### src/hw/prc_params.svh
`ifndef PRC_PARAMS_SVH
`define PRC_PARAMS_SVH

// ----------------------------------------------------------------------------
// Register offsets
// ----------------------------------------------------------------------------
`define PRC_OFF_CTRL 8'h48
`define PRC_OFF_STATUS 8'h4c
`define PRC_OFF_SCRATCH 8'h50

// ----------------------------------------------------------------------------
// Field positions
// ----------------------------------------------------------------------------
`define PRC_FW_RST_BIT 0
`define PRC_HOST_SEL_BIT 1
`define PRC_ST_PLAT_BIT 0
`define PRC_ST_PWRGD_BIT 1
`define PRC_ST_LPC_BIT 2
`define PRC_ST_ESPI_BIT 3
`define PRC_ST_POR_BIT 4

// ----------------------------------------------------------------------------
// Reset values
// ----------------------------------------------------------------------------
`define PRC_FW_RST_RST 1'h1
`define PRC_HOST_SEL_RST 1'h0
`define PRC_SCRATCH_RST 32'h0000_0000
`define PRC_RDATA_RST 32'h0000_0000

`endif

### src/hw/prc_pkg.sv
// ----------------------------------------------------------------------------
// Types shared by the platform reset control block
// ----------------------------------------------------------------------------
package prc_pkg;

  // Control register fields, bit 1 down to bit 0
  typedef struct packed {
    logic host_sel;
    logic fw_reset;
  } prc_ctrl_t;

  // Reset inputs as seen by the block
  typedef struct packed {
    logic por_n;
    logic espi_n;
    logic lpc_n;
    logic pwrgd;
  } prc_rst_in_t;

endpackage : prc_pkg

### src/hw/prc_top.sv
// Overview of operation
// - Control bit 1 selects host reset source: 0 LPC pin, 1 eSPI; resets 0.
// - External reset output pin always mirrors the internal platform reset.
// - Main power good low holds platform reset asserted, firmware bit ignored.
// - Firmware reset bit set always asserts the internal platform reset.
// - Firmware bit is read/write and loads 1 on power-on reset.
// - Platform reset clears only selected registers, not all block logic.
//
// Our own choice: strobed register access.
`timescale 1ns/100ps
`default_nettype none
`include "prc_params.svh"

module prc_top
(
  input wire logic ref_clk,
  input wire logic sys_rst,
  input wire logic power_on_reset_n,
  input wire logic main_power_good,
  input wire logic lpc_reset_n,
  input wire logic espi_reset_n,
  input wire logic [7:0] reg_addr,
  input wire logic [31:0] reg_wdata,
  input wire logic reg_wr,
  input wire logic reg_rd,
  output logic [31:0] reg_rdata,
  output logic platform_reset_n,
  output logic host_reset_out_pin
);

  // --------------------------------------------------------------------------
  // State
  // --------------------------------------------------------------------------
  prc_pkg::prc_ctrl_t ctrl_ff;
  prc_pkg::prc_ctrl_t nxt_ctrl;
  prc_pkg::prc_rst_in_t rst_in;
  logic platform_reset_n_ff;
  logic nxt_platform_reset_n;
  logic host_reset_out_pin_ff;
  logic nxt_host_reset_out_pin;
  logic [31:0] scratch_ff;
  logic [31:0] nxt_scratch;
  logic [31:0] rdata_ff;
  logic [31:0] nxt_rdata;
  logic ctrl_clear;
  logic host_rst_n;
  logic wr_ctrl;
  logic wr_scratch;

  assign rst_in = {power_on_reset_n, espi_reset_n, lpc_reset_n, main_power_good};

  assign ctrl_clear = sys_rst | ~rst_in.por_n;
  assign wr_ctrl = reg_wr && (reg_addr == `PRC_OFF_CTRL);
  assign wr_scratch = reg_wr && (reg_addr == `PRC_OFF_SCRATCH);

  // --------------------------------------------------------------------------
  // Host reset source selection
  // --------------------------------------------------------------------------
  // source mux
  assign host_rst_n = ctrl_ff.host_sel ? rst_in.espi_n : rst_in.lpc_n;

  // --------------------------------------------------------------------------
  // Control register
  // --------------------------------------------------------------------------
  always_comb
  begin
    nxt_ctrl = ctrl_ff;
    if (ctrl_clear)
    begin
      nxt_ctrl.fw_reset = `PRC_FW_RST_RST;
      nxt_ctrl.host_sel = `PRC_HOST_SEL_RST;
    end
    else if (wr_ctrl)
    begin
      nxt_ctrl.fw_reset = reg_wdata[`PRC_FW_RST_BIT];
      nxt_ctrl.host_sel = reg_wdata[`PRC_HOST_SEL_BIT];
    end
  end

  always_ff @(posedge ref_clk)
  begin
    ctrl_ff <= nxt_ctrl;
  end

  // --------------------------------------------------------------------------
  // Platform reset and output pin
  // --------------------------------------------------------------------------
  always_comb
  begin
    if (sys_rst)
    begin
      nxt_platform_reset_n = 1'h0;
    end
    else if (!rst_in.pwrgd)
    begin
      nxt_platform_reset_n = 1'h0;
    end
    else if (ctrl_ff.fw_reset)
    begin
      nxt_platform_reset_n = 1'h0;
    end
    else
    begin
      nxt_platform_reset_n = rst_in.por_n & host_rst_n;
    end
    nxt_host_reset_out_pin = nxt_platform_reset_n;
  end

  always_ff @(posedge ref_clk)
  begin
    platform_reset_n_ff <= nxt_platform_reset_n;
    host_reset_out_pin_ff <= nxt_host_reset_out_pin;
  end

  assign platform_reset_n = platform_reset_n_ff;
  assign host_reset_out_pin = host_reset_out_pin_ff;

  // --------------------------------------------------------------------------
  // Scratch register cleared by platform reset
  // --------------------------------------------------------------------------
  always_comb
  begin
    nxt_scratch = scratch_ff;
    if (sys_rst || !platform_reset_n_ff)
    begin
      nxt_scratch = `PRC_SCRATCH_RST;
    end
    else if (wr_scratch)
    begin
      nxt_scratch = reg_wdata;
    end
  end

  always_ff @(posedge ref_clk)
  begin
    scratch_ff <= nxt_scratch;
  end

  // --------------------------------------------------------------------------
  // Read path, data one cycle after the strobe
  // --------------------------------------------------------------------------
  always_comb
  begin
    nxt_rdata = `PRC_RDATA_RST;
    if (!sys_rst && reg_rd)
    begin
      case (reg_addr)
        `PRC_OFF_CTRL:
        begin
          nxt_rdata[`PRC_FW_RST_BIT] = ctrl_ff.fw_reset;
          nxt_rdata[`PRC_HOST_SEL_BIT] = ctrl_ff.host_sel;
        end
        `PRC_OFF_STATUS:
        begin
          nxt_rdata[`PRC_ST_PLAT_BIT] = platform_reset_n_ff;
          nxt_rdata[`PRC_ST_PWRGD_BIT] = rst_in.pwrgd;
          nxt_rdata[`PRC_ST_LPC_BIT] = rst_in.lpc_n;
          nxt_rdata[`PRC_ST_ESPI_BIT] = rst_in.espi_n;
          nxt_rdata[`PRC_ST_POR_BIT] = rst_in.por_n;
        end
        `PRC_OFF_SCRATCH:
        begin
          nxt_rdata = scratch_ff;
        end
        default:
        begin
          nxt_rdata = `PRC_RDATA_RST;
        end
      endcase
    end
  end

  always_ff @(posedge ref_clk)
  begin
    rdata_ff <= nxt_rdata;
  end

  assign reg_rdata = rdata_ff;

  // --------------------------------------------------------------------------
  // Assertions
  // --------------------------------------------------------------------------
  // eSPI source honoured
  property p_espi_sel;
    @(posedge ref_clk) disable iff (sys_rst)
    (ctrl_ff.host_sel && !rst_in.espi_n) |=> !platform_reset_n_ff;
  endproperty
  a_espi_sel: assert property (p_espi_sel)
    else $error("eSPI reset selected but platform reset released");

  property p_lpc_sel;
    @(posedge ref_clk) disable iff (sys_rst)
    (!ctrl_ff.host_sel && !rst_in.lpc_n) |=> !platform_reset_n_ff;
  endproperty
  a_lpc_sel: assert property (p_lpc_sel)
    else $error("LPC reset selected but platform reset released");

  property p_pin_mirror;
    @(posedge ref_clk) disable iff (sys_rst)
    host_reset_out_pin_ff == platform_reset_n_ff;
  endproperty
  a_pin_mirror: assert property (p_pin_mirror)
    else $error("reset output pin differs from platform reset");

  property p_pwrgd_hold;
    @(posedge ref_clk) disable iff (sys_rst)
    !rst_in.pwrgd |=> !platform_reset_n_ff;
  endproperty
  a_pwrgd_hold: assert property (p_pwrgd_hold)
    else $error("platform reset released without main power good");

  property p_release_cause;
    @(posedge ref_clk) disable iff (sys_rst)
    $rose(platform_reset_n_ff) |->
      $past(rst_in.por_n && rst_in.pwrgd && host_rst_n && !ctrl_ff.fw_reset);
  endproperty
  a_release_cause: assert property (p_release_cause)
    else $error("platform reset released with a reset cause active");

  property p_release_due;
    @(posedge ref_clk) disable iff (sys_rst)
    (rst_in.por_n && rst_in.pwrgd && host_rst_n && !ctrl_ff.fw_reset)
      |=> platform_reset_n_ff;
  endproperty
  a_release_due: assert property (p_release_due)
    else $error("platform reset held with no cause");

  property p_fw_assert;
    @(posedge ref_clk) disable iff (sys_rst)
    (wr_ctrl && reg_wdata[`PRC_FW_RST_BIT] && rst_in.por_n)
      |=> ctrl_ff.fw_reset ##1 !platform_reset_n_ff;
  endproperty
  a_fw_assert: assert property (p_fw_assert)
    else $error("firmware reset bit did not assert platform reset");

  property p_por_default;
    @(posedge ref_clk) disable iff (sys_rst)
    !rst_in.por_n |=> (ctrl_ff.fw_reset && !ctrl_ff.host_sel);
  endproperty
  a_por_default: assert property (p_por_default)
    else $error("control register not at default after power-on reset");

  property p_ctrl_read;
    @(posedge ref_clk) disable iff (sys_rst)
    (reg_rd && reg_addr == `PRC_OFF_CTRL) |=>
      (reg_rdata[1:0] == $past(ctrl_ff) && reg_rdata[31:2] == 30'h0);
  endproperty
  a_ctrl_read: assert property (p_ctrl_read)
    else $error("control register read back wrong value");

  property p_rdata_idle;
    @(posedge ref_clk) disable iff (sys_rst)
    !reg_rd |=> reg_rdata == 32'h0000_0000;
  endproperty
  a_rdata_idle: assert property (p_rdata_idle)
    else $error("read data not zero outside the read answer cycle");

  property p_status_read;
    @(posedge ref_clk) disable iff (sys_rst)
    (reg_rd && reg_addr == `PRC_OFF_STATUS) |=>
      reg_rdata == {27'h0, $past(rst_in), $past(platform_reset_n_ff)};
  endproperty
  a_status_read: assert property (p_status_read)
    else $error("status register read back wrong value");

  property p_scratch_write;
    @(posedge ref_clk) disable iff (sys_rst)
    (wr_scratch && platform_reset_n_ff) |=>
      scratch_ff == $past(reg_wdata);
  endproperty
  a_scratch_write: assert property (p_scratch_write)
    else $error("scratch register did not take the written value");

  property p_scratch_clear;
    @(posedge ref_clk) disable iff (sys_rst)
    !platform_reset_n_ff |=> scratch_ff == `PRC_SCRATCH_RST;
  endproperty
  a_scratch_clear: assert property (p_scratch_clear)
    else $error("scratch register survived platform reset");

endmodule : prc_top

`default_nettype wire

### config.mk
export PLATFORM = sky130hd
export DESIGN_NAME = prc_top
export DESIGN_NICKNAME = d
export VERILOG_FILES = /design/src/hw/prc_pkg.sv /design/src/hw/prc_top.sv
export VERILOG_INCLUDE_DIRS = /design/src /design/src/hw
export SDC_FILE = /design/constraint.sdc
export NUM_CORES = 1
export LEC_CHECK = 0
export ABC_AREA = 1
export BUFFER_PORTS_ARGS = -buffer_cell sky130_fd_sc_hd__buf_2
export CORE_AREA = 2 2 76 78
export DETAILED_ROUTE_END_ITERATION = 8
export DIE_AREA = 0 0 78 80
export PLACE_DENSITY = 0.77
export SLEW_MARGIN = 30
export SYNTH_ARGS = -nofsm -noshare
export SYNTH_HDL_FRONTEND = slang
export SYNTH_SLANG_ARGS = --single-unit
### constraint.sdc
create_clock -name ref_clk -period 1.26 [get_ports ref_clk]
set_input_delay 0.126 -clock ref_clk [delete_from_list [all_inputs] [get_ports ref_clk]]
set_output_delay 0.126 -clock ref_clk [all_outputs]
set_load 0.02 [all_outputs]
# Word level (Yosys, flattened, before mapping)
# Index checks and enable logic that the tools add are counted.
# op_classes
eq_ne	3
n_mux	3
bitwise_logic	4
reduce_logical	8
# op_table
op	n
== test 8 x 7 -> 1 bit, second input constant	3
one-hot mux 2 bit (3 select lines)	1
one-hot mux 3 bit (2 select lines)	1
logical AND 1 bit	3
OR reduction 3 bit	1
logical NOT 1 bit	2
NOT 1 bit	2
AND reduction 2 bit	1
bitwise AND 1 bit	1
logical OR 1 bit	1
2-to-1 mux 1 bit	1
OR 1 bit	1
# totals
regBits	67
in_bits	48
output_inout_bits	34
word_cells	24

# Logic depth before layout (Yosys ltp)
# Gate-level depths: netlist (run 1).
# depth
word_depth	3
mapped_depth	9
mapped_depth_nobuf	8

# Least setup slack after synthesis (run 1)
# Ideal clock, no wire load.
# synth_path
path_type	register -> register
start	register host_reset_out_pin (netlist name)
end	register scratch_ff[0]
setup_ps	64
arrival_time_ps	1140
t_required_ps	1196
slack_ps	56
path_stages_with_launch	6
path_buffers	1
period_less_slack_ps	1204
cell_sequence	dfxtp_1 -> inv_1 -> nor2_1 -> buf_1 -> nand2_1 -> nor2_1
# synth_rtl
item	line_no	text
end signal: assignment	prc_top.sv:136	scratch_ff <= nxt_scratch;
end: declaration	prc_top.sv:41	logic [31:0] scratch_ff;

# Final worst setup path (run 1)
# layout_path
start	register host_reset_out_pin_ff, in the netlist host_reset_out_pin
end	output host_reset_out_pin
# layout_rtl
item	line_no	text
start: declaration	prc_top.sv:39	logic host_reset_out_pin_ff;
start signal: assignment	prc_top.sv:112	host_reset_out_pin_ff <= nxt_host_reset_out_pin;
end: declaration	prc_top.sv:28	output logic host_reset_out_pin
# No word-level cell between the ends.

==> results of run 1 <==
cell families after synthesis:
| group | synth area share, % |
|---|---|
| simple gates | 34.5 |
| buf+inv | 14.2 |
| compound gates | 0.755 |
| flops | 50.6 |
power groups by stage:
stage	Combinational, W	Sequential [W]	Clock [W]
2_1_floorplan	0.0000613	0.00217	0
3_3_place_gp	0.000154	0.00217	0
3_5_place_dp	0.000155	0.00217	0
4_1_cts	0.000156	0.00212	0.00182
5_1_grt	0.000175	0.00212	0.00193
6_report	0.000157	0.00212	0.00179
layout by cell type, fill, tap and decap left out, types with 3 or more instances in the layout:
cell type	n
buf_2	81
inv_1	79
nand2_1	78
nor2_1	69
dfxtp_1	67
nand3b_1	32
nand3_1	10
clkbuf_8	10
buf_4	8
nand4_1	4
o21ai_1	3
buf_12	3
flip-flops by register name (all words and copies together), names as in the netlist:
signal,count
reg_rdata,32
scratch_ff,32
ctrl_ff,2
host_reset_out_pin,1
worst max path at each step:
stage | endpoint | slack, ps | cells past startpoint
floorplan | scratch_ff[0]$_SDFFE_PP0P_ | 60 | 5
global placement | reg_rdata[4]$_SDFF_PN0_ | 70 | 7
detailed placement | reg_rdata[4]$_SDFF_PN0_ | 30 | 7
CTS | platform_reset_n | 230 | 1
global route | scratch_ff[21]$_SDFFE_PP0P_ | 170 | 5
finish | host_reset_out_pin | 230 | 1
layout make-up:
class                           instances  area [um2]  share of cell area [%]
Clock buffer                           10         138                    4.05
Clock inverter                          6        65.1                    1.92
Inverter                               80         300                    8.84
Multi-Input combinational cell        204         936                    27.6
Sequential cell                        67        1340                    39.5
Tap cell                               72        90.1                    2.65
Timing Repair Buffer                   92         526                    15.5
per-layer routing:
metal	vias to the layer above	routed length [um]	global-route usage [%]
met3	11	318	4.19
met5	-	0	0
met4	0	128	10.5
met2	73	2490	32.4
met1	1014	2570	23.0
li1	1244	-	-
per-stage QoR:
step	std cells	hold slack [ps]	instance area, um2	power, W	worst slack (ps)
detailed placement	515	387	3190	0.00232	35.0
global route	531	45.1	3400	0.00422	174
finish	531	27.7	3400	0.00407	231
global placement	515	380	3190	0.00232	70.9
floorplan	368	244	2650	0.00223	55.7
CTS	531	25.0	3400	0.00409	227
==> reports/results.env, run 1 <==
OUTCOME='finished, final reports clean'
SYNTH_EDF_COUNT=0
SKEW_PS=5.68
NUMBER_OF_BUFFERS_ON_THE_LONGEST_CLOCK_PATH=2
NETLIST_TOP_CELLS_AREA='dfxtp_1, inv_1, nand2_1'
TRITONCTS.NUM_BUFFERS=9
ROUTED_WIRELENGTH_UM=5500
COUNT_OF_PINS_OVER_THEIR_SLEW_LIMIT=0
GRT_PASS1_VIAS=2219
TIMING.SLEW.HEADROOM_PCT=77.8
TRITONCTS_NUM_SINKS=67
CELLINTERNALPOWER_W=0.00317
PLACE.GP.CONGESTION=0.828
POST-CTS-SETUP-BUFFERS=0
FP.DIEAREA_UM2=6240
SWITCHING_SHARE_PCT=22.2
CHIPWIDTH_UM=78
SYNTHDISTINCTLIBCELLS=19
DESIGN.PORTCOUNT=82
YOSYS_REGISTER_BITS=67
CP_MAX_FO=4
DRT_ITER0_MARKERS=76
DIODES=0
WORSTSETUPPATHTYPE='register to output port'
DETAILEDROUTE.FIRSTPASSITERATIONCOUNT=4
SYNTH_LARGEST_AREA_CELL='dfxtp_1'
SEQUENTIAL_ELEMENT_SHARE_OF_THE_SYNTHESIZED_AREA_PCT=50.6
WORST_SETUP_PATH_STARTPOINT='host_reset_out_pin$_SDFF_PP0_'
POWERDENSITY_nW_PER_UM2=1200
TIME_THE_WORST_PATH_NEEDS_WITH_I_O_DELAYS_AND_SETUP_PS=1030
SYNTH_CELLS=368
CRIT_CHAIN='buf_2'
PLACE.DETAILED.HPWL_UM=3840
FIRST_PASS_GRT_WIRE_LENGTH_UM=9360
FINAL_COUNT_OF_HOLD_TIMING_VIOLATIONS=0
CRITPATHTOPFAMILY='flip-flops'
MIN-DELAY-START='main_power_good'
CTS_HOLD_BUFFERS=0
MAXCLOCKFREQUENCY_MHz=972
CTSHTREEMAXLEVEL=3
YS_ASYNC_SR_FRACTION_PCT=0
TIMING.CRITICAL_PATH.ARRIVAL_PS=900
LEAKAGE_nW=1.57
TIMING.HOLD.WORST_ENDPOINT='host_reset_out_pin$_SDFF_PP0_'
CLOCK_TREE.ROOT_CELL='clkbuf_8'
WORSTREG2REGEND='scratch_ff[20]$_SDFFE_PP0P_'
WORSTSKEWPAIRLATENCY_PS=340
CP.REQUIRED_PS=1130
POST-SYNTH-TOP-AREA-FRACTION_PCT=50.6
VIAS_AFTER_DETAILED_ROUTING=2342
TIMING.MAX_CAP.VIOLATIONS=0
COUNT_OF_ENDPOINTS_FAILING_SETUP_IN_THE_FINAL_REPORT=0
GRT.OVERFLOW.TOTAL=0
POST_CTS.RESIZED_INSTANCES=0
SHARE_OF_CELLS_ABOVE_DRIVE_STRENGTH_1_PCT=25.1
R2R.WORST_PATH.CELLS=5
SYNTHFLOPTYPE='dfxtp_1'
DRTANTENNAVIOLNETS=0
LAYOUT_WORST_PATH_CYCLE_SHARE_PCT=81.6
INITIAL_CORE_UTIL_PCT=49.0
DESIGN.FINAL.NETS=502
LAYOUT.FILLER_CELLS=512
PORT_BUFFERS=81
GRT_MAX_DEGREE=26
SEQUENTIALPOWERSHARE_PCT=52.0
LAYOUT.CORE_UTILIZATION_PCT=62.8
GRT_ANTENNA_BEFORE_REPAIR=0
ROUTED_WIRE_LENGTH_PER_INSTANCE_UM=10.4
COMBINATIONALPOWERSHARE_PCT=3.9
SETUP.WORST_PATH.END_CLASS='output port'
PEAKVDDDROP_mV=0.801
RR_STARTPOINT='host_reset_out_pin$_SDFF_PP0_'
CLK_PIN_SLEW_WORST_PATHS_PS=70
POWER.SHARE.CLOCK_PCT=44.1
LAYOUT_AREA_OVERHEAD_PCT=28.1
YOSYSWARNINGCOUNT=0
PLACEABLE_CORE_REGION_UM2=5410
MIN_PATH_CELLS=3
SYNTH.MOST_COMMON_CELL='inv_1'
AVGVIACOUNTPERCELL=4.41
WORSTPATHBUFFERINVERTERCOUNT=1
FIN_TNS_SETUP_PS=0
SYN-MEAN-INSTANCE-AREA_UM2=7.20
SETUP_REPAIR_AFTER_GLOBAL_ROUTING_MISSED_ITS_MARGIN='no'
SETUP.REG_TO_REG.WORST_SLACK_PS=240
SYNTH.CELL_AREA_UM2=2650
POWER_DISSIPATED_BY_SWITCHING_NET_LOADS_W=0.000901
SETUP.WORST_PATH.START_CLASS='register'
NET_COUNT_SYNTH=416
ROW_COUNT=27
CTS_TREE='built'
YS_TOP_CELLS_BY_COUNT='inv_1, nand2_1, nor2_1'
DIE_HEIGHT_UM=80
TOTAL_DRC_ERRORS_IN_THE_ROUTED_LAYOUT=0
TIGHTESTPINTRANSITION_PS=332
TIMING.CRITICAL_PATH.SLOWEST_CELL_DELAY_PS=380
SLOWEST_STAGE='dfxtp_1'
HOLD_PATH.CLASS='primary input to register'
GRT_USAGE_PCT=19.3
No activity file was read; power rests on OpenSTA's default activity.
==> inputs of run 2 (changes only) <==
CORE_AREA = 2 2 80 82   (was 2 2 76 78)
DIE_AREA = 0 0 82 84   (was 0 0 78 80)
PLACE_DENSITY = 0.73   (was 0.77)
clock period = 0.9 ns   (was 1.26 ns; I/O delays follow)
==> run 2 against run 1 <==
Compared with the run above: sequential share of layout area is 2.1 points lower; worst hold slack better by 6.1 ps; critical path depth is 4 higher; clock power is 43% higher; sequential power is 40% higher; largest cell class unchanged; the flow now finishes with violations (negative setup slack).
==> reports/results.env, run 2 (same netlist as run 1, synthesis figures left out) <==
OUTCOME='finished with violations'
VIOLATIONS='negative setup slack'
PEAKVDDDROP_mV=1.05  # +31%
FP.DIEAREA_UM2=6890  # +10%
DIODES=0  # unchanged
MULTI_INPUT_AREA_UM2=941  # +0.53%
DP_CELLS=528  # +2.5%
CTSHTREEMAXLEVEL=3  # unchanged
DRTANTENNAVIOLNETS=0  # unchanged
CHIPWIDTH_UM=82  # +5.1%
LAYOUT.FILLER_CELLS=575  # +12%
CP.REQUIRED_PS=1170  # +40 ps
HOLD_PATH.CLASS='primary input to register'
WORSTSETUPPATHTYPE='register to register'
PORT_BUFFERS=81  # unchanged
SETUP_REPAIR_AFTER_GLOBAL_ROUTING_MISSED_ITS_MARGIN='yes'
DETAILEDROUTE.FIRSTPASSITERATIONCOUNT=4  # unchanged
WORSTSKEWPAIRLATENCY_PS=330  # about the same
MIN_PATH_CELLS=3  # unchanged
PLACE.DETAILED.HPWL_UM=3950  # +2.7%
TIMING.CRITICAL_PATH.SLOWEST_CELL_DELAY_PS=370  # about the same
LEAKAGE_nW=1.64  # +4.5%
ROUTED_WIRELENGTH_UM=5810  # +5.6%
SETUP.REG_TO_REG.WORST_SLACK_PS=-80  # -320 ps
FINAL_CELL_MIX='nand2_1, inv_1, nor2_1'
TRITONCTS_NUM_SINKS=67  # unchanged
CLK_PIN_SLEW_WORST_PATHS_PS=70  # about the same
CLOCK_TREE.ROOT_CELL='clkbuf_8'
NUMBER_OF_BUFFERS_ON_THE_LONGEST_CLOCK_PATH=2  # unchanged
PLACE.GP.CONGESTION=0.820  # -0.92%
LAYOUT_AREA_OVERHEAD_PCT=37.2
COUNT_OF_PINS_OVER_THEIR_SLEW_LIMIT=0  # unchanged
CRITPATHTOPFAMILY='flip-flops'
TIME_THE_WORST_PATH_NEEDS_WITH_I_O_DELAYS_AND_SETUP_PS=976
DESIGN.PORTCOUNT=82  # unchanged
R2R.WORST_PATH.CELLS=5  # unchanged
CTS_TREE='built'
WORST_SLACK_ON_HOLD_PATHS_PS=33.7  # +6.06 ps
FIN_TNS_SETUP_PS=-1210  # -1210 ps
GRT.OVERFLOW.TOTAL=0  # unchanged
COMBINATIONALPOWERSHARE_PCT=4.2  # +0.3 points
PLACEMENT.SETUP.WORST_SLACK_PS=-255  # -290 ps
INITIAL_CORE_UTIL_PCT=43.5  # -5.6 points
TRITONCTS.NUM_BUFFERS=9  # unchanged
CP_MAX_FO=26  # +22
SHARE_OF_CELLS_ABOVE_DRIVE_STRENGTH_1_PCT=28.8  # +3.7 points
GRT_MAX_DEGREE=31  # +19%
FIRST_PASS_GRT_WIRE_LENGTH_UM=9670  # +3.2%
TIMING.MAX_CAP.VIOLATIONS=0  # unchanged
FINAL.SETUP.WORST_SLACK_PS=-76.1  # -308 ps
GRT_ANTENNA_BEFORE_REPAIR=0  # unchanged
MAXCLOCKFREQUENCY_MHz=1020
TOTAL_DRC_ERRORS_IN_THE_ROUTED_LAYOUT=0  # unchanged
SWITCHING_SHARE_PCT=20.7  # -1.4 points
FINALNONFILLERCELLS=546  # +2.8%
FINAL_COUNT_OF_HOLD_TIMING_VIOLATIONS=0  # unchanged
ROUTED_WIRE_LENGTH_PER_INSTANCE_UM=10.6  # +2.7%
SETUP.WORST_PATH.START_CLASS='register'
TIGHTESTPINTRANSITION_PS=305  # -26.9 ps
DRT_ITER0_MARKERS=69  # -9.2%
DESIGN.FINAL.NETS=512  # +2.0%
POWER.SHARE.CLOCK_PCT=44.5  # +0.4 points
PLACEABLE_CORE_REGION_UM2=6100  # +13%
POWERDENSITY_nW_PER_UM2=1590  # +32%
ROW_COUNT=29  # +7.4%
DIE_HEIGHT_UM=84  # +5.0%
CRIT_CHAIN='inv_2 -> nor2_4 -> buf_12 -> nand2_1 -> nor2_1'
GRT_PASS1_VIAS=2282  # +2.8%
GRT_USAGE_PCT=18.0  # -1.3 points
SEQUENTIALPOWERSHARE_PCT=51.4  # -0.6 points
POST-CTS-SETUP-BUFFERS=0  # unchanged
POWER_DISSIPATED_BY_SWITCHING_NET_LOADS_W=0.00120  # +33%
WORSTPATHBUFFERINVERTERCOUNT=2  # +1
SLOWEST_STAGE='dfxtp_4'
FINAL-SEQ-AREA_UM2=1360  # +1.2%
VIAS_AFTER_DETAILED_ROUTING=2403  # +2.6%
SETUP.WORST_PATH.END_CLASS='register'
AVGVIACOUNTPERCELL=4.40  # -0.21%
TIMING.SLEW.HEADROOM_PCT=79.6  # +1.8 points
CRIT_CELLS=5  # +4
COUNT_OF_ENDPOINTS_FAILING_SETUP_IN_THE_FINAL_REPORT=28  # +28
LAYOUT_WORST_PATH_CYCLE_SHARE_PCT=108
CELLINTERNALPOWER_W=0.00457  # +44%
SKEW_PS=5.12  # -0.556 ps
TIMING.CRITICAL_PATH.ARRIVAL_PS=1240  # +340 ps
## run 2: cell types whose count changed in the layout (fill, tap and decap cells not counted), sizes merged
cell and delta:
buf +8, clkinv -2, clkinvlp -1, dlygate4sd3 +2
bufinv -1, clkbuf +4
## run 2: per-layer routing
layer	GRT usage, %	share of wire [%]	up-vias	wire length [um]
li1	-	-	1259	-
met1	21.4	45	1072	2620
met2	30.1	48	61	2770
met3	4.22	5.3	11	309
met4	8.18	1.9	0	111
met5	0	0	-	0
## run 2: power by group through the flow
stage | logic, W | registers, W | clock network [W]
after floorplan | 0.0000859 | 0.00303 | 0
after global placement | 0.000230 | 0.00303 | 0
after detailed placement | 0.000233 | 0.00303 | 0
after CTS | 0.000241 | 0.00296 | 0.00263
after global routing | 0.000268 | 0.00296 | 0.00275
final | 0.000241 | 0.00296 | 0.00256
## run 2: timing repair
item                                   4_1_cts  5_1_grt
endpoints found under the hold margin        2        0
hold buffers                                 2        0
setup endpoints to repair                   39       56
resized for setup                           12       38
## run 2: layout make-up
class	count	area share (%)
clock inverter	2	0.379
timing repair buffer	102	19.9
multi-input combinational	204	25.9
inverter	80	8.26
sequential	67	37.3
clock buffer	14	5.61
tap	77	2.65
## run 2: path summary, 6_finish.rpt
| check | startpoint | to |
|---|---|---|
| max | host_reset_out_pin$_SDFF_PP0_ | scratch_ff[25]$_SDFFE_PP0P_ |
| min | sys_rst | host_reset_out_pin$_SDFF_PP0_ |
| max reg2reg | host_reset_out_pin$_SDFF_PP0_ | scratch_ff[25]$_SDFFE_PP0P_ |
| min reg2reg | scratch_ff[26]$_SDFFE_PP0P_ | reg_rdata[26]$_SDFF_PN0_ |
## run 2: through the flow
step | total power (W) | util (%) | area, um2
2_1_floorplan | 0.00311 | - | 2690
3_3_place_gp | 0.00326 | 53.6 | 3270
3_5_place_dp | 0.00326 | 53.6 | 3270
4_1_cts | 0.00583 | 58.0 | 3540
5_1_grt | 0.00598 | 59.6 | 3630
6_report | 0.00576 | 59.6 | 3630
## run 2: tightest hold or removal path, cell delays in order
cell	delay (ps)
buf_2	90
or2_2	110
nor4_1	40
==> inputs of run 3 (changes only) <==
ABC_AREA = not set   (was 1)
CORE_AREA = 2 2 78 80   (was 2 2 80 82)
DIE_AREA = 0 0 80 82   (was 0 0 82 84)
PLACE_DENSITY = 0.74   (was 0.73)
==> run 3 against run 2 <==
Compared with the run above: the flow still finishes with violations (negative setup slack); utilization rose by 16 points; power is 8.3% higher; clock power is 15% higher; largest cell class unchanged; highest routed layer unchanged.
==> reports/results.env, run 3 <==
TIMING.CRITICAL_PATH.SLOWEST_CELL_DELAY_PS=360  # about the same
CP.REQUIRED_PS=1170  # about the same
TRITONCTS_NUM_SINKS=67  # unchanged
LAYOUT.CELLS.MOST_COMMON='buf_2'
SYNTH.MOST_COMMON_CELL='dfxtp_1'
YS_ASYNC_SR_FRACTION_PCT=0  # unchanged
DIE_HEIGHT_UM=82  # -2.4%
CTS_TREE='built'
INITIAL_CORE_UTIL_PCT=43.8  # +0.36 points
SEQUENTIAL_ELEMENT_SHARE_OF_THE_SYNTHESIZED_AREA_PCT=53.3  # +2.6 points
SETUP.WORST_PATH.END_CLASS='register'
NETLIST_TOP_CELLS_AREA='dfxtp_1, mux2i_1, nand2_1'
DESIGN.FINAL.NETS=447  # -13%
GRT_PASS1_VIAS=2219  # -2.8%
ROUTED_WIRELENGTH_UM=6850  # +18%
SETUP.WORST_PATH.START_CLASS='register'
NET_COUNT_SYNTH=318  # -24%
PLACEABLE_CORE_REGION_UM2=5750  # -5.7%
DPL_CELL_AREA_UM2=3240  # -0.80%
ROUTED_WIRE_LENGTH_PER_INSTANCE_UM=14.3  # +34%
HOLD_PATH.CLASS='primary input to register'
DETAILEDROUTE.FIRSTPASSITERATIONCOUNT=4  # unchanged
MAXCLOCKFREQUENCY_MHz=886  # -14%
WORSTSETUPPATHTYPE='register to register'
TOTAL_DRC_ERRORS_IN_THE_ROUTED_LAYOUT=0  # unchanged
WORST_SLACK_ON_HOLD_PATHS_PS=12.3  # -21.4 ps
CLK_PIN_SLEW_WORST_PATHS_PS=70  # about the same
SYNTH_EDF_COUNT=0  # unchanged
COUNT_OF_PINS_OVER_THEIR_SLEW_LIMIT=0  # unchanged
FINAL_CELL_MIX='buf_2, nand2_1, dfxtp_1'
SYNTH_CELLS=270  # -27%
POST-SYNTH-TOP-AREA-FRACTION_PCT=53.3  # +2.6 points
SKEW_PS=9.41  # +4.29 ps
GRT_MAX_DEGREE=27  # -13%
GRT.OVERFLOW.TOTAL=0  # unchanged
TRITONCTS.NUM_BUFFERS=9  # unchanged
LAYOUT.CELL_AREA.NON_FILLER_UM2=4350  # +20%
WORSTSKEWPAIRLATENCY_PS=340  # about the same
ROW_COUNT=28  # -3.4%
SETUP.REG_TO_REG.WORST_SLACK_PS=-230  # -150 ps
SYNTH_LARGEST_AREA_CELL='dfxtp_1'
DRTANTENNAVIOLNETS=0  # unchanged
TIME_THE_WORST_PATH_NEEDS_WITH_I_O_DELAYS_AND_SETUP_PS=1130  # +153 ps
SYNTHDISTINCTLIBCELLS=28  # +9
CTSHTREEMAXLEVEL=3  # unchanged
LEAKAGE_nW=1.90  # +16%
YOSYS_REGISTER_BITS=67  # unchanged
GRT_USAGE_PCT=19.4  # +1.4 points
COUNT_OF_ENDPOINTS_FAILING_SETUP_IN_THE_FINAL_REPORT=36  # +29%
YOSYSWARNINGCOUNT=0  # unchanged
TIMING.CRITICAL_PATH.ARRIVAL_PS=1400  # +160 ps
DESIGN.PORTCOUNT=82  # unchanged
PLACE.DETAILED.HPWL_UM=3730  # -5.6%
CLOCK_TREE.ROOT_CELL='clkbuf_8'
PLACEMENT.SETUP.WORST_SLACK_PS=-350  # -94.6 ps
CRIT_CHAIN='nor2b_4 -> buf_8 -> clkbuf_16 -> nand2_1 -> mux2i_1'
AVGVIACOUNTPERCELL=4.79  # +8.9%
SLOWEST_STAGE='dfxtp_4'
VIAS_AFTER_DETAILED_ROUTING=2300  # -4.3%
FIRST_PASS_GRT_WIRE_LENGTH_UM=9700  # +0.36%
POWERDENSITY_nW_PER_UM2=1430  # -9.6%
FINAL.SETUP.WORST_SLACK_PS=-229  # -153 ps
FINAL_COUNT_OF_HOLD_TIMING_VIOLATIONS=0  # unchanged
DRT_ITER0_MARKERS=78  # +13%
LAYOUT_AREA_OVERHEAD_PCT=72.8
SYNTHFLOPTYPE='dfxtp_1'
SYN-MEAN-INSTANCE-AREA_UM2=9.33  # +30%
PLACE.GP.CONGESTION=0.780  # -4.9%
LAYOUT_WORST_PATH_CYCLE_SHARE_PCT=125  # +17 points
LAYOUT.FILLER_CELLS=394  # -31%
TIMING.MAX_CAP.VIOLATIONS=0  # unchanged
GRT_ANTENNA_BEFORE_REPAIR=0  # unchanged
SETUP_REPAIR_AFTER_GLOBAL_ROUTING_MISSED_ITS_MARGIN='yes'
YS_TOP_CELLS_BY_COUNT='dfxtp_1, nand2_1, mux2i_1'
CP_MAX_FO=9  # -65%
OUTCOME='finished with violations'
VIOLATIONS='negative setup slack'
NUMBER_OF_BUFFERS_ON_THE_LONGEST_CLOCK_PATH=2  # unchanged
FP.DIEAREA_UM2=6560  # -4.8%
PEAKVDDDROP_mV=0.872  # -17%
SYNTH.CELL_AREA_UM2=2520  # -5.0%
PORT_BUFFERS=81  # unchanged
SHARE_OF_CELLS_ABOVE_DRIVE_STRENGTH_1_PCT=53.5  # +25 points
TIMING.SLEW.HEADROOM_PCT=73.3  # -6.2 points
CHIPWIDTH_UM=80  # -2.4%
TIGHTESTPINTRANSITION_PS=398  # +92.7 ps
[run 3: cell count changes after synthesis, moves of 4 or more]
cell and delta:
inv_1 -52, nand3_1 -4, mux2i_1 +34, nor2_1 -66, nand3b_1 -32, a21oi_1 +4
nor3_1 +27, nand4_1 -4, buf_2 -4, nand2_1 -13
[run 3: critical path, delay by kind of cell (launching register included)]
kind,cells,cell delay [ps]
buffers and inverters,2,330
AND/OR/NAND/NOR,2,240
multiplexers,1,140
flip-flops,1,360
[run 3: timing repair]
action,4_1_cts,5_1_grt
gates cloned,2,5
hold buffers,27,0
endpoints found under the setup margin,60,92
endpoints found under the hold margin,27,0
buffers inserted,3,0
resized for setup,45,95
pin swaps,1,14
[run 3: path summary, 6_finish.rpt]
path / start / endpoint / depth (start not counted)
setup / recovery: host_reset_out_pin$_SDFF_PP0_ / scratch_ff[10]$_SDFFE_PP0P_ / 5
hold / removal: reg_wdata[5] / scratch_ff[5]$_SDFFE_PP0P_ / 3
setup reg to reg: host_reset_out_pin$_SDFF_PP0_ / scratch_ff[10]$_SDFFE_PP0P_ / 5
hold reg to reg: scratch_ff[5]$_SDFFE_PP0P_ / reg_rdata[5]$_SDFF_PN0_ / 2
[run 3: final cells by class]
cell class | instances | area [um2] | share of cell area (%)
Inverter | 27 | 101 | 2.33
Multi-Input combinational cell | 158 | 1250 | 28.7
Clock buffer | 12 | 166 | 3.82
Sequential cell | 67 | 1380 | 31.7
Timing Repair Buffer | 136 | 1290 | 29.6
Antenna cell | 1 | 2.50 | 0.0575
Tap cell | 75 | 93.8 | 2.16
Clock inverter | 4 | 70.1 | 1.61
[run 3: where the power goes]
part / switching, W / total (W) / internal (W)
clock: 0.00114 / 0.00294 / 0.00180
combinational: 0.000139 / 0.000344 / 0.000205
sequential: 0.000000121 / 0.00296 / 0.00296
total: 0.00128 / 0.00624 / 0.00496
[run 3: logic make-up after synthesis]
group / Yosys count / synth area share, %
AO/OA/AOI/OAI: 7 / 1.79
AND/OR/NAND/NOR: 115 / 22.4
multiplexers: 36 / 14.4
buffers and inverters: 45 / 8.15
flip-flops: 67 / 53.3
[run 3: routing by layer]
| layer | vias to the layer above | share of wire, % | global-route usage (%) |
|---|---|---|---|
| met2 | 67 | 53 | 35.3 |
| met3 | 9 | 4.8 | 4.84 |
| met4 | 0 | 1.7 | 8.47 |
| li1 | 1138 | - | - |
| met5 | - | 0 | 0 |
| met1 | 1086 | 41 | 21.4 |
[run 3: stage by stage]
step | util, % | cells | power, W | TNS, ps
after CTS | 68.6 | 474 | 0.00625 | -4590
after floorplan | - | 270 | 0.00311 | -12340
after detailed placement | 56.4 | 426 | 0.00326 | -19670
after global routing | 75.7 | 479 | 0.00645 | -8150
after global placement | 56.4 | 426 | 0.00326 | -19020
final | 75.7 | 480 | 0.00624 | -6050
